**src/include/nfcs_defines.vh**
```
// Command codes, address counts and strobe timing for the NAND flash sequencer
`ifndef NFCS_DEFINES_VH
`define NFCS_DEFINES_VH
`define NFCS_CMD_READ 8'h00
`define NFCS_CMD_PROG 8'h80
`define NFCS_CMD_PROG_GO 8'h10
`define NFCS_CMD_ERASE 8'h60
`define NFCS_CMD_ERASE_GO 8'hD0
`define NFCS_CMD_STATUS 8'h70
`define NFCS_OP_READ 2'h0
`define NFCS_OP_PROG 2'h1
`define NFCS_OP_ERASE 2'h2
`define NFCS_OP_STATUS 2'h3
`define NFCS_ROW_BYTES 3'h3
`define NFCS_PAGE_BITS 5
`define NFCS_CLK_MHZ 20
`define NFCS_STROBE_NS 50
`define NFCS_STROBE_CYC ((`NFCS_STROBE_NS * `NFCS_CLK_MHZ + 999) / 1000)
`endif

```
**src/logic/nfcs_strobe.v**
```verilog
// Strobe pulse generator: one low pulse per request, with hold and recovery
`timescale 1ns/1ps
`include "nfcs_defines.vh"
module nfcs_strobe #(
	parameter CYC = `NFCS_STROBE_CYC
) (
	// Clock and reset
	input wire sys_clk_i,
	input wire reset_n_i,
	// Request
	input wire go_i,
	// Status
	output reg strobe_n_o,
	output reg done_o,
	output wire busy_o
);
	reg [3:0] cnt_r;
	reg [1:0] ph_r;
	assign busy_o = (ph_r != 2'h0);
	// Low phase then equal high recovery, so back-to-back pulses stay legal
	always @(posedge sys_clk_i or negedge reset_n_i) begin
		if (!reset_n_i) begin
			cnt_r <= 4'h0;
			ph_r <= 2'h0;
			strobe_n_o <= 1'b1;
			done_o <= 1'b0;
		end else begin
			done_o <= 1'b0;
			case (ph_r)
			2'h0: begin
				if (go_i) begin
					strobe_n_o <= 1'b0;
					ph_r <= 2'h1;
					cnt_r <= CYC[3:0];
				end
			end
			2'h1: begin
				if (cnt_r <= 4'h1) begin
					strobe_n_o <= 1'b1;
					ph_r <= 2'h2;
					cnt_r <= CYC[3:0];
				end else begin
					cnt_r <= cnt_r - 4'h1;
				end
			end
			2'h2: begin
				if (cnt_r <= 4'h1) begin
					ph_r <= 2'h0;
					done_o <= 1'b1;
				end else begin
					cnt_r <= cnt_r - 4'h1;
				end
			end
			default: ph_r <= 2'h0;
			endcase
		end
	end
endmodule

```
**src/logic/nfcs_host.v**
```verilog
// Host-side NAND flash command sequencer: read, program, erase, status
// Functional notes
// (RULE_01) Address bytes latched per write strobe rising
// (RULE_02) Column byte first, then row bytes
// (RULE_03) Row byte: low five page, upper block
// (RULE_04) Flash busy low during page fetch
// (RULE_05) When ready, one byte per read strobe
// (RULE_06) Program starts with command 0x80
// (RULE_07) Program address like read address
// (RULE_08) Data bytes written, latches low, per strobe
// (RULE_09) Confirm program, flash busy until done
// (RULE_10) Read status after program ends
// (RULE_11) Erase starts with command 0x60
// (RULE_12) Erase sends only block address bytes
// (RULE_13) Confirm erase with 0xD0, then busy
// (RULE_14) Read status after erase ends
// (RULE_15) Erase clears a block of pages
// (RULE_16) Program clears bits; erase sets them
// (RULE_17) Keep chip select low while busy
// (RULE_18) Select and latches driven as flag outputs
// (RULE_19) Ready rising edge signals operation done
// (RULE_20) 32-bit words split into four bytes
// (RULE_21) Single command gives exactly one strobe
// (RULE_22) Page read starts with command 0x00
// (RULE_23) Latch levels select data, command, address
// (RULE_24) Chip select high makes flash ignore strobes
// (RULE_25) No new command while flash busy
`timescale 1ns/1ps
`include "nfcs_defines.vh"
module nfcs_host #(
	parameter WORDS = 132
) (
	// Clock and reset
	input wire sys_clk_i,
	input wire reset_n_i,
	// Operation request
	input wire start_i,
	input wire [1:0] op_i,
	input wire [7:0] column_i,
	input wire [23:0] row_i,
	output reg busy_o,
	output reg done_o,
	output reg [7:0] status_o,
	// Write word stream
	input wire [31:0] wr_word_i,
	input wire wr_valid_i,
	output reg wr_ready_o,
	// Read word stream
	output reg [31:0] rd_word_o,
	output reg rd_valid_o,
	// Flash pins
	output reg gp_out_zero_n_o,
	output reg gp_out_one_o,
	output reg addr_latch_o,
	output reg wr_n_o,
	output reg rd_n_o,
	output reg [7:0] io_o,
	output reg io_oe_o,
	input wire [7:0] io_i,
	input wire routed_input_pin_i
);
	localparam S_IDLE = 4'h0;
	localparam S_CMD1 = 4'h1;
	localparam S_ADDR = 4'h2;
	localparam S_DATA = 4'h3;
	localparam S_CMD2 = 4'h4;
	localparam S_WAIT = 4'h5;
	localparam S_RDAT = 4'h6;
	localparam S_STAT = 4'h7;
	localparam S_SRD = 4'h8;
	localparam S_END = 4'h9;
	reg [3:0] st_r;
	reg [1:0] op_r;
	reg [7:0] col_r;
	reg [23:0] row_r;
	reg [2:0] acnt_r;
	reg [1:0] bcnt_r;
	reg [15:0] wcnt_r;
	reg [31:0] word_r;
	reg rb_s1_r;
	reg rb_s2_r;
	reg rb_s3_r;
	reg go_r;
	reg use_rd_r;
	reg [7:0] rd_cap_r;
	wire sdone;
	wire sbusy;
	wire rb_rise;
	wire stb_n;
	// Ready/busy pin synchronised before any use
	always @(posedge sys_clk_i or negedge reset_n_i) begin
		if (!reset_n_i) begin
			rb_s1_r <= 1'b1;
			rb_s2_r <= 1'b1;
			rb_s3_r <= 1'b1;
		end else begin
			rb_s1_r <= routed_input_pin_i;
			rb_s2_r <= rb_s1_r;
			rb_s3_r <= rb_s2_r;
		end
	end
	assign rb_rise = rb_s2_r & ~rb_s3_r; // RULE_19
	// Bus taken as the read strobe rises; the flash holds it steady under
	// the strobe, so one enabled flop is enough and no synchroniser is needed
	always @(posedge sys_clk_i or negedge reset_n_i) begin
		if (!reset_n_i) begin
			rd_cap_r <= 8'h00;
		end else if (!rd_n_o) begin
			rd_cap_r <= io_i; // RULE_05
		end
	end
	// One shared timer; the strobe pin it drives is chosen by use_rd_r
	nfcs_strobe #(.CYC(`NFCS_STROBE_CYC)) u_stb (
		.sys_clk_i(sys_clk_i),
		.reset_n_i(reset_n_i),
		.go_i(go_r),
		.strobe_n_o(stb_n),
		.done_o(sdone),
		.busy_o(sbusy)
	);
	// Sequencer; each pin comes from a flop, strobes follow the timer
	always @(posedge sys_clk_i or negedge reset_n_i) begin
		if (!reset_n_i) begin
			st_r <= S_IDLE;
			op_r <= 2'h0;
			col_r <= 8'h00;
			row_r <= 24'h000000;
			acnt_r <= 3'h0;
			bcnt_r <= 2'h0;
			wcnt_r <= 16'h0000;
			word_r <= 32'h00000000;
			go_r <= 1'b0;
			use_rd_r <= 1'b0;
			busy_o <= 1'b0;
			done_o <= 1'b0;
			status_o <= 8'h00;
			wr_ready_o <= 1'b0;
			rd_word_o <= 32'h00000000;
			rd_valid_o <= 1'b0;
			gp_out_zero_n_o <= 1'b1;
			gp_out_one_o <= 1'b0;
			addr_latch_o <= 1'b0;
			wr_n_o <= 1'b1;
			rd_n_o <= 1'b1;
			io_o <= 8'h00;
			io_oe_o <= 1'b0;
		end else begin
			go_r <= 1'b0;
			done_o <= 1'b0;
			rd_valid_o <= 1'b0;
			wr_ready_o <= 1'b0;
			wr_n_o <= use_rd_r | stb_n;
			rd_n_o <= ~use_rd_r | stb_n;
			case (st_r)
			S_IDLE: begin
				gp_out_zero_n_o <= 1'b1; // RULE_24
				io_oe_o <= 1'b0;
				if (start_i && rb_s2_r) begin // RULE_25
					op_r <= op_i;
					col_r <= column_i;
					row_r <= row_i;
					busy_o <= 1'b1;
					gp_out_zero_n_o <= 1'b0; // RULE_18
					gp_out_one_o <= 1'b1; // RULE_23
					addr_latch_o <= 1'b0;
					io_oe_o <= 1'b1;
					use_rd_r <= 1'b0;
					go_r <= 1'b1; // RULE_21
					if (op_i == `NFCS_OP_PROG)
						io_o <= `NFCS_CMD_PROG; // RULE_06
					else if (op_i == `NFCS_OP_ERASE)
						io_o <= `NFCS_CMD_ERASE; // RULE_11
					else if (op_i == `NFCS_OP_STATUS)
						io_o <= `NFCS_CMD_STATUS;
					else
						io_o <= `NFCS_CMD_READ; // RULE_22
					st_r <= (op_i == `NFCS_OP_STATUS) ? S_STAT : S_CMD1;
					acnt_r <= 3'h0;
				end
			end
			S_CMD1: begin
				if (sdone) begin
					gp_out_one_o <= 1'b0;
					addr_latch_o <= 1'b1; // RULE_01
					// Erase skips the column byte, block bytes only
					if (op_r == `NFCS_OP_ERASE) begin // RULE_12
						io_o <= row_r[7:0];
						acnt_r <= 3'h1;
					end else begin
						io_o <= col_r; // RULE_02
						acnt_r <= 3'h0;
					end
					go_r <= 1'b1;
					st_r <= S_ADDR;
				end
			end
			S_ADDR: begin
				if (sdone) begin
					if (acnt_r == `NFCS_ROW_BYTES) begin
						addr_latch_o <= 1'b0;
						wcnt_r <= WORDS[15:0];
						bcnt_r <= 2'h0;
						if (op_r == `NFCS_OP_ERASE) begin
							gp_out_one_o <= 1'b1;
							io_o <= `NFCS_CMD_ERASE_GO; // RULE_13
							go_r <= 1'b1;
							st_r <= S_CMD2;
						end else if (op_r == `NFCS_OP_PROG) begin
							wr_ready_o <= 1'b1; // RULE_07
							st_r <= S_DATA;
						end else begin
							io_oe_o <= 1'b0;
							st_r <= S_WAIT; // RULE_04
						end
					end else begin
						// Row bytes low first; first carries page and block
						io_o <= row_r[8*acnt_r +: 8]; // RULE_03
						acnt_r <= acnt_r + 3'h1;
						go_r <= 1'b1;
					end
				end
			end
			S_DATA: begin
				// A finished last byte must count its word before a new one is taken
				if (bcnt_r == 2'h0 && !sbusy && !go_r && !sdone) begin
					if (wcnt_r == 16'h0000) begin
						gp_out_one_o <= 1'b1;
						io_o <= `NFCS_CMD_PROG_GO; // RULE_09
						go_r <= 1'b1;
						st_r <= S_CMD2;
					end else if (wr_valid_i) begin
						word_r <= wr_word_i;
						io_o <= wr_word_i[7:0]; // RULE_20
						bcnt_r <= 2'h1;
						go_r <= 1'b1; // RULE_08
					end else begin
						wr_ready_o <= 1'b1;
					end
				end else if (sdone) begin
					if (bcnt_r == 2'h0) begin
						wcnt_r <= wcnt_r - 16'h0001;
						wr_ready_o <= (wcnt_r != 16'h0001);
					end else begin
						io_o <= word_r[8*bcnt_r +: 8];
						bcnt_r <= bcnt_r + 2'h1;
						go_r <= 1'b1;
						if (bcnt_r == 2'h3)
							bcnt_r <= 2'h0;
					end
				end
			end
			S_CMD2: begin
				if (sdone) begin
					gp_out_one_o <= 1'b0;
					io_oe_o <= 1'b0;
					st_r <= S_WAIT;
				end
			end
			S_WAIT: begin
				// Select stays low through busy for standard parts
				gp_out_zero_n_o <= 1'b0; // RULE_17
				if (rb_rise) begin // RULE_19
					if (op_r == `NFCS_OP_READ) begin
						use_rd_r <= 1'b1;
						go_r <= 1'b1; // RULE_05
						bcnt_r <= 2'h0;
						st_r <= S_RDAT;
					end else begin
						gp_out_one_o <= 1'b1;
						io_oe_o <= 1'b1;
						io_o <= `NFCS_CMD_STATUS; // RULE_10 RULE_14
						go_r <= 1'b1;
						st_r <= S_STAT;
					end
				end
			end
			S_RDAT: begin
				if (sdone) begin
					word_r[8*bcnt_r +: 8] <= rd_cap_r;
					bcnt_r <= bcnt_r + 2'h1;
					if (bcnt_r == 2'h3) begin
						rd_word_o <= {rd_cap_r, word_r[23:0]}; // RULE_20
						rd_valid_o <= 1'b1;
						wcnt_r <= wcnt_r - 16'h0001;
					end
					if (bcnt_r == 2'h3 && wcnt_r == 16'h0001) begin
						use_rd_r <= 1'b0;
						st_r <= S_END;
					end else begin
						go_r <= 1'b1;
					end
				end
			end
			S_STAT: begin
				if (sdone) begin
					gp_out_one_o <= 1'b0;
					io_oe_o <= 1'b0;
					use_rd_r <= 1'b1;
					go_r <= 1'b1;
					st_r <= S_SRD;
				end
			end
			S_SRD: begin
				if (sdone) begin
					status_o <= rd_cap_r;
					use_rd_r <= 1'b0;
					st_r <= S_END;
				end
			end
			S_END: begin
				gp_out_zero_n_o <= 1'b1;
				busy_o <= 1'b0;
				done_o <= 1'b1;
				st_r <= S_IDLE;
			end
			default: st_r <= S_IDLE;
			endcase
		end
	end
endmodule

```
**config.mk**
```make
export PLATFORM = sky130hd
export DESIGN_NAME = nfcs_host
export DESIGN_NICKNAME = d
export VERILOG_FILES = /design/src/logic/nfcs_strobe.v /design/src/logic/nfcs_host.v
export VERILOG_INCLUDE_DIRS = /design/src /design/src/include
export SDC_FILE = /design/constraint.sdc
export NUM_CORES = 1
export LEC_CHECK = 0
export BUFFER_PORTS_ARGS = -buffer_cell sky130_fd_sc_hd__buf_2
export CAP_MARGIN = 20
export CORE_MARGIN = 4
export CORE_UTILIZATION = 57
export DETAILED_ROUTE_END_ITERATION = 12
export PLACE_DENSITY = 0.83
export SLEW_MARGIN = 20
export SYNTH_ARGS = -nofsm -noshare
export SYNTH_HDL_FRONTEND = slang
export SYNTH_SLANG_ARGS = --single-unit
```
**constraint.sdc**
```tcl
create_clock -name sys_clk_i -period 4.8 [get_ports sys_clk_i]
set_input_delay 0.24 -clock sys_clk_i [delete_from_list [all_inputs] [get_ports sys_clk_i]]
set_output_delay 0.24 -clock sys_clk_i [all_outputs]
set_load 0.01 [all_outputs]
```
# --- Word-level counts from Yosys, hierarchy flattened ---
# Cells that the tools add are included.
totals:
  ff_bits: 170
  output_inout_bits: 58
  wordCells: 283
op_classes:
  n_addsub: 5
  n_lt_le_gt_ge: 1
  eq_ne: 56
  shifts: 4
  muxes: 135
  n_bitwise: 5
  n_reduce_logical: 46
op_table:
  columns: ["operator", "count"]
  rows:
  - ["$mux 32", 4]
  - ["$mux 16", 7]
  - ["$mux 8", 14]
  - ["$pmux 32 s2", 1]
  - ["$mux 4", 15]
  - ["$mux 1", 54]
  - ["$pmux 16 s3", 1]
  - ["$pmux 8 s5", 1]
  - ["$ne 2x2->1 const B", 19]
  - ["$pmux 4 s9", 1]
  - ["$neg 5->34", 1]
  - ["$shift 8x34->32 const A", 1]
  - ["$shiftx 8x34->32", 1]
  - ["$bwmux 32", 1]
  - ["$shiftx 32x6->8", 1]
  - ["$reduce_and 10->1", 3]
  - ["$mux 2", 14]
  - ["$reduce_and 8->1", 3]
  - ["$shiftx 24x7->8", 1]
  - ["$ne 2x1->1 const B", 11]
  - ["$mux 3", 7]
  - ["$eq 16x1->1 const B", 1]
  - ["$eq 4x3->1 const B", 4]
  - ["$logic_not 16->1", 1]
  - ["other kinds (42)", 85]

# --- Longest topological paths before layout ---
# Gate-level depths: netlist (run 1).
logic_depth:
  depth_word: 7
  ltp_mapped: 10
  depth_no_buf: 7

# --- Modules after synthesis ---
# A second synthesis (run 1) with hierarchy kept.
unflattened:
  cells_unflattened: 778
  hier_area_um2: 8964.8
modules_own_cells:
  columns: ["mod", "n_inst", "cells_each", "area_per_inst_um2", "seq_area_each_um2"]
  rows:
  - ["nfcs_host", 1, 726, 8438.1, 4061.4]
  - ["nfcs_strobe", 1, 52, 526.8, 201.4]

# --- Worst setup path after synthesis (run 1) ---
# Ideal clock, no wire load.
synth_timing:
  kind: "register -> register"
  start: "register bcnt_r[0]"
  end: "register io_o[7]"
  setup_time_ps: 125
  arrival_ps: 2364
  required_time_ps: 4675
  setup_slack_ps: 2312
  stages_incl_launch_ff: 10
  path_buffers: 2
  period_less_slack_ps: 2488
  path_cell_list: "dfrtp_1 -> buf_2 -> inv_1 -> ha_1 -> and4bb_2 -> nor2_1 -> a221oi_1 -> and3_1 -> buf_2 -> mux2_2"
synth_via:
  elab_chain_len: 6
  word_cells_on_any_way: 13
synth_rtl:
  columns: ["element", "line", "source"]
  rows:
  - ["start, declared", "nfcs_host.v:77", "reg [1:0] bcnt_r;"]
  - ["start signal, assigned", "nfcs_host.v:245", "bcnt_r <= bcnt_r + 2'h1;"]
  - ["start signal, assigned", "nfcs_host.v:280", "bcnt_r <= bcnt_r + 2'h1;"]
  - ["parallel branches: the longest is 6 deep, another holds $shiftx 32x6->8", null, null]
  - ["end signal, assigned", "nfcs_host.v:228", "io_o <= `NFCS_CMD_PROG_GO;"]
  - ["end signal, assigned", "nfcs_host.v:233", "io_o <= wr_word_i[7:0];"]
  - ["end signal, assigned", "nfcs_host.v:244", "io_o <= word_r[8*bcnt_r +: 8];"]
  - ["end, declared", "nfcs_host.v:57", "output reg [7:0] io_o,"]
# Several ways; the timed one is not identified. The select of a mux whose other input is x is not followed.
# A chain may end at the register's enable or synchronous reset.

# --- Worst setup path after layout (run 1) ---
layout_timing:
  start: "register bcnt_r[0]"
  end: "register word_r[13]"
layout_via:
  elab_chain_len: 6
  word_cells_on_any_way: 12
layout_rtl:
  columns: ["element", "line", "source"]
  rows:
  - ["parallel branches: the longest is 6 deep, another holds $neg 5->34", null, null]
  - ["end signal, assigned", "nfcs_host.v:232", "word_r <= wr_word_i;"]
  - ["end signal, assigned by index", "nfcs_host.v:279", "word_r[8*bcnt_r +: 8] <= rd_cap_r;"]
  - ["end, declared", "nfcs_host.v:79", "reg [31:0] word_r;"]
# Several ways; the timed one is not identified. The select of a mux whose other input is x is not followed.

==> reports/qor.csv, run 1 <==
metric;value;unit
syn_area_per_cell;11.1;um2
ir_worst_vdd;351;uV
fmax;0.326;GHz
layout.nets;1016;
tightest_slew;1.06;ns
hpwlAfterDp;15.6;mm
ys_seq_area_frac;0.474;
cts_setup_buffers;0;
grt_max_degree;88;
critical_path.max_fanout;13;
drive_gt1_frac;0.354;
insertion_delay;0.43;ns
cts_resized;0;
cts_tree;built;
die_h;134;um
cp-start-kind;register;
postSynthCellCount;808;
vias;7018;
yosys.cell_types.count;76;
relSlewSlack;0.291;
period_share;0.639;
hold_path_class;primary input to register;
synth_area;8990;um2
synth_edf_count;0;
grt-ovfl-total;0;
path_class;register to register;
final_max_slew_viol_count;0;
antenna_left;0;
grt_pass1_wl;36.4;mm
numCtsBuffers;17;
wl_per_cell;19.5;um
synth_top_area_share;0.454;
drcViolationCount;0;
p_leak;4.83;nW
cap_violations;0;
fin_util;0.677;
htreeDepth;4;
synth_flop_cell;dfrtp_1;
fin_setup_tns;0;ns
syn_nets;901;
antenna_found_initial;0;
p_per_area;604;nW/um2
fin_crit;3.07;ns
finalHoldViolations;0;
die_w;134;um
start_util;0.587;
areaGrowthSynthToFinish;15.3;%
fp.dieArea;17800;um2
clk_pin_slew;0.07;ns
wl;22.3;mm
place.gp.congestion;0.880;
setup_viol;0;
pin_count;137;
cts_root_buf;clkbuf_16;
outcome;completed;
cp.arrival;3.38;ns
synth_top_area_cell;dfrtp_1;
ys_async_sr_fraction;1.00;
rsz0062_at_grt;no;
cp.required;5.11;ns
drtPass1Iterations;6;
timing.hold.ws;0.0369;ns
end_kind;register;
cts.sinks;170;
dp.cells;1113;
rows;45;
drt_first_iter_violations;724;
grt_pass1_vias;6889;
diodes;0;
instances_no_fill;1147;
yosys_warnings;0;
track_usage;0.256;
fin_skew;0.00824;ns
synth.area.top_cells;dfrtp_1 (45%), mux2_2 (15%), a22o_1 (3.4%), nand2_1 (3.2%), dfstp_2 (2.0%);
portBuffers;136;
core_area;15300;um2
viasPerCell;6.12;
clock_path_buffers;2;
ys_ff_latch;170;
## worst max-delay path: stages (launching register included)
cell and delay (ns):
dfrtp_1 0.59, inv_1 0.25, ha_1 0.32, nand4bb_1 0.37, nor2_2 0.35, o21ai_1 0.24
o21ai_2 0.45, mux2_2 0.39
## where the power goes
| group | internal (mW) | switching (mW) | leakage (nW) |
|---|---|---|---|
| Sequential | 1.88 | 0.547 | 2.20 |
| Clock | 0.781 | 0.602 | 0.279 |
| Combinational | 1.14 | 1.31 | 2.35 |
| Total | 3.80 | 2.46 | 4.83 |
## cells by family after synthesis
| logic type | Yosys count | share of synthesized area |
|---|---|---|
| adders and majority gates | 14 | 0.0195 |
| and+or+nand+nor | 219 | 0.128 |
| buffers and inverters | 76 | 0.0381 |
| AOI/OAI and AO/OA | 185 | 0.152 |
| DFF | 170 | 0.474 |
| muxes | 144 | 0.188 |
## layout by cell type, fill, tap and decap left out, drive strengths merged, types with 14 or more instances in the layout
| cell | Yosys | final |
|---|---|---|
| nand2 | 77 | 77 |
| o21ai | 33 | 33 |
| a21oi | 25 | 25 |
| inv | 25 | 29 |
| ha | 14 | 14 |
| clkbuf | 18 | 19 |
| dfrtp | 163 | 163 |
| mux2i | 16 | 16 |
| nor2 | 45 | 45 |
| mux2 | 120 | 120 |
| buf | 31 | 143 |
| a22o | 35 | 35 |
| nor3 | 14 | 14 |
## per-stage QoR
stage / instance area [um2] / total power [mW] / setup WS (ns)
5_1_grt: 10400 / 6.67 / 1.46
6_report: 10400 / 6.27 / 1.73
3_3_place_gp: 9750 / 4.75 / 1.93
2_1_floorplan: 8990 / 4.21 / 2.31
3_5_place_dp: 9750 / 4.82 / 1.80
4_1_cts: 10400 / 6.24 / 1.79
## worst paths after layout
check / startpoint / endpoint / slack (ns) / cells past startpoint
setup reg to reg: bcnt_r[0] / word_r[13] / 1.73 / 7
min in group asynchronous: reset_n_i / row_r[16] / 0.44 / 2
max in group asynchronous: reset_n_i / word_r[20] / 3.27 / 3
hold reg to reg: rb_s1_r / rb_s2_r / 0.36 / 0
hold / removal: io_i[0] / rd_cap_r[0] / 0.04 / 2
setup / recovery: bcnt_r[0] / word_r[13] / 1.73 / 7
## final cells by class
class                           count  area (um2)
Fill cell                        1120        4940
Tap cell                          211         264
Inverter                           27         101
Timing Repair Buffer              145         759
Clock buffer                       19         433
Sequential cell                   170        4260
Multi-Input combinational cell    562        4390
Clock inverter                     13         163
## synth_stat cells, types with 8 or more instances
library cell	n
a21boi_0	8
a21oi_1	25
a22o_1	35
a31oi_1	8
and3_1	8
buf_2	19
clkbuf_1	18
dfrtp_1	163
ha_1	14
inv_1	25
mux2_2	119
mux2i_1	16
mux4_2	8
nand2_1	77
nand2b_1	13
nand3_1	10
nor2_1	43
nor2b_1	9
nor3_1	14
o21ai_0	28
o22ai_1	8
o31ai_1	13
## sequential cells by signal, summed over array words and instances, names as in the netlist, 2 cells and up
| name | count |
|---|---|
| bcnt_r | 2 |
| u_stb.ph_r | 2 |
| wcnt_r | 16 |
| rd_word_o | 32 |
| op_r | 2 |
| st_r | 4 |
| rd_cap_r | 8 |
| acnt_r | 3 |
| col_r | 8 |
| row_r | 24 |
| word_r | 32 |
| io_o | 8 |
| status_o | 8 |
| u_stb.cnt_r | 4 |
## routing by layer
layer	vias to the layer above	part of all wire	track usage
li1	3210	-	-
met1	3465	0.44	0.355
met2	319	0.46	0.398
met3	24	0.090	0.0801
met4	0	0.013	0.0611
met5	-	0	0
## repair_timing
action / CTS / global route
setup endpoints to repair: 0 / 0
hold buffers: 2 / 0
endpoints found under the hold margin: 82 / 0
No activity file was read; power rests on OpenSTA's default activity.
==> inputs of run 2 (changes only) <==
- ABC_AREA: unset -> 1
- CORE_UTILIZATION: 57 -> 52
- PLACE_DENSITY: 0.83 -> 0.8
- clock period: 4.8 -> 2.68 ns (I/O delays scaled with it)
==> run 2 against run 1 <==
Against the previous run:
- total power increased by 91%
- count of clock-buffer cells in the layout up 3
- global-route usage rose by 1.6 points
- final cell count increased by 37%
- via count grew 25%
- register-to-register slack lost 1.4 ns
==> reports/qor.csv, run 2 <==
metric;value;unit
synth_edf_count;0;
cp.arrival;2.64;ns
dpl_cell_area;9900;um2
wl_met2;12.4;mm
drtPass1Iterations;6;
grt-ovfl-total;0;
postSynthCellCount;1170;
synth_area;8980;um2
fin_crit;2.35;ns
yosysMostFrequentCell;nand2_1;
die_w;139;um
hpwlAfterDp;19.0;mm
grt_pass1_wl;42.9;mm
synth_top_area_share;0.454;
grt_pass1_vias;8411;
critical_path.max_fanout;54;
viasPerCell;5.58;
ys_ff_latch;170;
syn_nets;1263;
hold_path_class;primary input to register;
die_h;139;um
yosys.cell_types.count;39;
antenna_left;0;
antenna_found_initial;0;
pin_count;137;
cts_root_buf;clkbuf_16;
path_class;register to register;
drcViolationCount;0;
wl;26.2;mm
fin_skew;0.00906;ns
final_max_slew_viol_count;0;
postCtsHoldBufs;41;
fmax;0.425;GHz
cap_violations;0;
top_layer;met4;
portBuffers;136;
dp.cells;1501;
fin_util;0.649;
ys_seq_area_frac;0.475;
finalInstanceArea;10900;um2
fin_setup_tns;0;ns
p_total;12.0;mW
p_leak;5.66;nW
cts_setup_buffers;0;
core_area;16800;um2
period_share;0.878;
synth_top_area_cell;dfrtp_1;
tightest_slew;0.800;ns
clk_pin_slew;0.07;ns
diodes;0;
multi_input_area;4130;um2
ff2ff_setup_slack;0.33;ns
fp.dieArea;19400;um2
reg_top3;rd_word_o x32, word_r x32, row_r x24;
start_util;0.536;
relSlewSlack;0.467;
syn_area_per_cell;7.68;um2
synth_common_cells;nand2_1 (374), dfrtp_1 (163), o21ai_0 (103);
end_kind;register;
fill_cells;1413;
p_per_area;1100;nW/um2
regArea;4260;um2
yosys_warnings;0;
layout_commonest_cell;nand2_1;
wl_met3;2.06;mm
rsz0062_at_grt;no;
numCtsBuffers;17;
layout.nets;1434;
clock_path_buffers;2;
htreeDepth;4;
grt_max_degree;86;
areaGrowthSynthToFinish;21.0;%
cp-start-kind;register;
drt_first_iter_violations;1111;
place.gp.congestion;0.976;
track_usage;0.272;
wl_per_cell;16.7;um
insertion_delay;0.44;ns
finalHoldViolations;0;
ir_worst_vdd;625;uV
synth_flop_cell;dfrtp_1;
cp.required;2.96;ns
synth.area.top_cells;dfrtp_1 (45%), nand2_1 (16%), o21ai_0 (5.7%), nand3_1 (4.9%), nor2_1 (4.1%);
rows;47;
drt-met1-wl;10.8;mm
layout_common_cells;nand2_1 (374), dfrtp_1 (163), buf_2 (135);
outcome;completed;
cts_resized;0;
cts.sinks;170;
setup_viol;0;
drive_gt1_frac;0.178;
cts_tree;built;
instances_no_fill;1574;
ys_async_sr_fraction;1.00;
vias;8778;
-- run 2: cell type report --
cell class	instances	area share
flip-flops and latches	170	0.392
well taps	220	0.0253
repair buffers	194	0.115
clock buffers	22	0.0436
clock inverters	10	0.00760
multi-input cells	855	0.380
inverters	103	0.0359
-- run 2: worst paths after layout --
check / from / endpoint / cells after the start
max: st_r[1] / rd_word_o[4] / 7
min: op_i[0] / op_r[0] / 3
max reg2reg: st_r[1] / rd_word_o[4] / 7
min reg2reg: rb_s1_r / rb_s2_r / 0
max in group asynchronous: reset_n_i / rd_n_o / 3
min in group asynchronous: reset_n_i / rd_word_o[31] / 2
-- run 2: per-layer routing --
metal  vias to the layer above  global-route usage
met2                       444               0.443
met1                      4072               0.360
met4                         0               0.118
met3                        85              0.0453
li1                       4177                   -
met5                         -                   0
-- run 2: power by group --
part	internal, mW	switching [mW]	leakage, nW	total, mW
Combinational	1.81	3.63	3.25	5.44
Clock	1.28	1.09	0.272	2.37
Sequential	3.46	0.687	2.14	4.15
-- run 2: cells by family (layout without fill, tap and decap cells) --
group	Yosys count	after routing	synth area share
AO/OA/AOI/OAI	196	196	0.121
XOR/XNOR	5	5	0.00488
adder cells (fa/ha/maj)	14	14	0.0195
buffers and inverters	145	329	0.0659
flip-flops	170	170	0.475
multiplexers	14	14	0.0175
AND/OR/NAND/NOR	626	626	0.297
-- run 2: through the flow --
step	worst slack (ns)	hold WS (ns)
final	0.326	0.0114
after floorplan	0.431	-0.162
after detailed placement	0.379	0.223
after global routing	0.102	0.0265
after global placement	0.383	0.229
after CTS	0.368	0.00433
-- run 2: worst max-delay path: stages, from the launching register on --
cell and delay, ns:
dfrtp_1 0.51, nand2_1 0.23, nor2_4 0.28, nand2_1 0.19, nor2_1 0.33, inv_2 0.39, nand2_1 0.17, o21ai_0 0.10
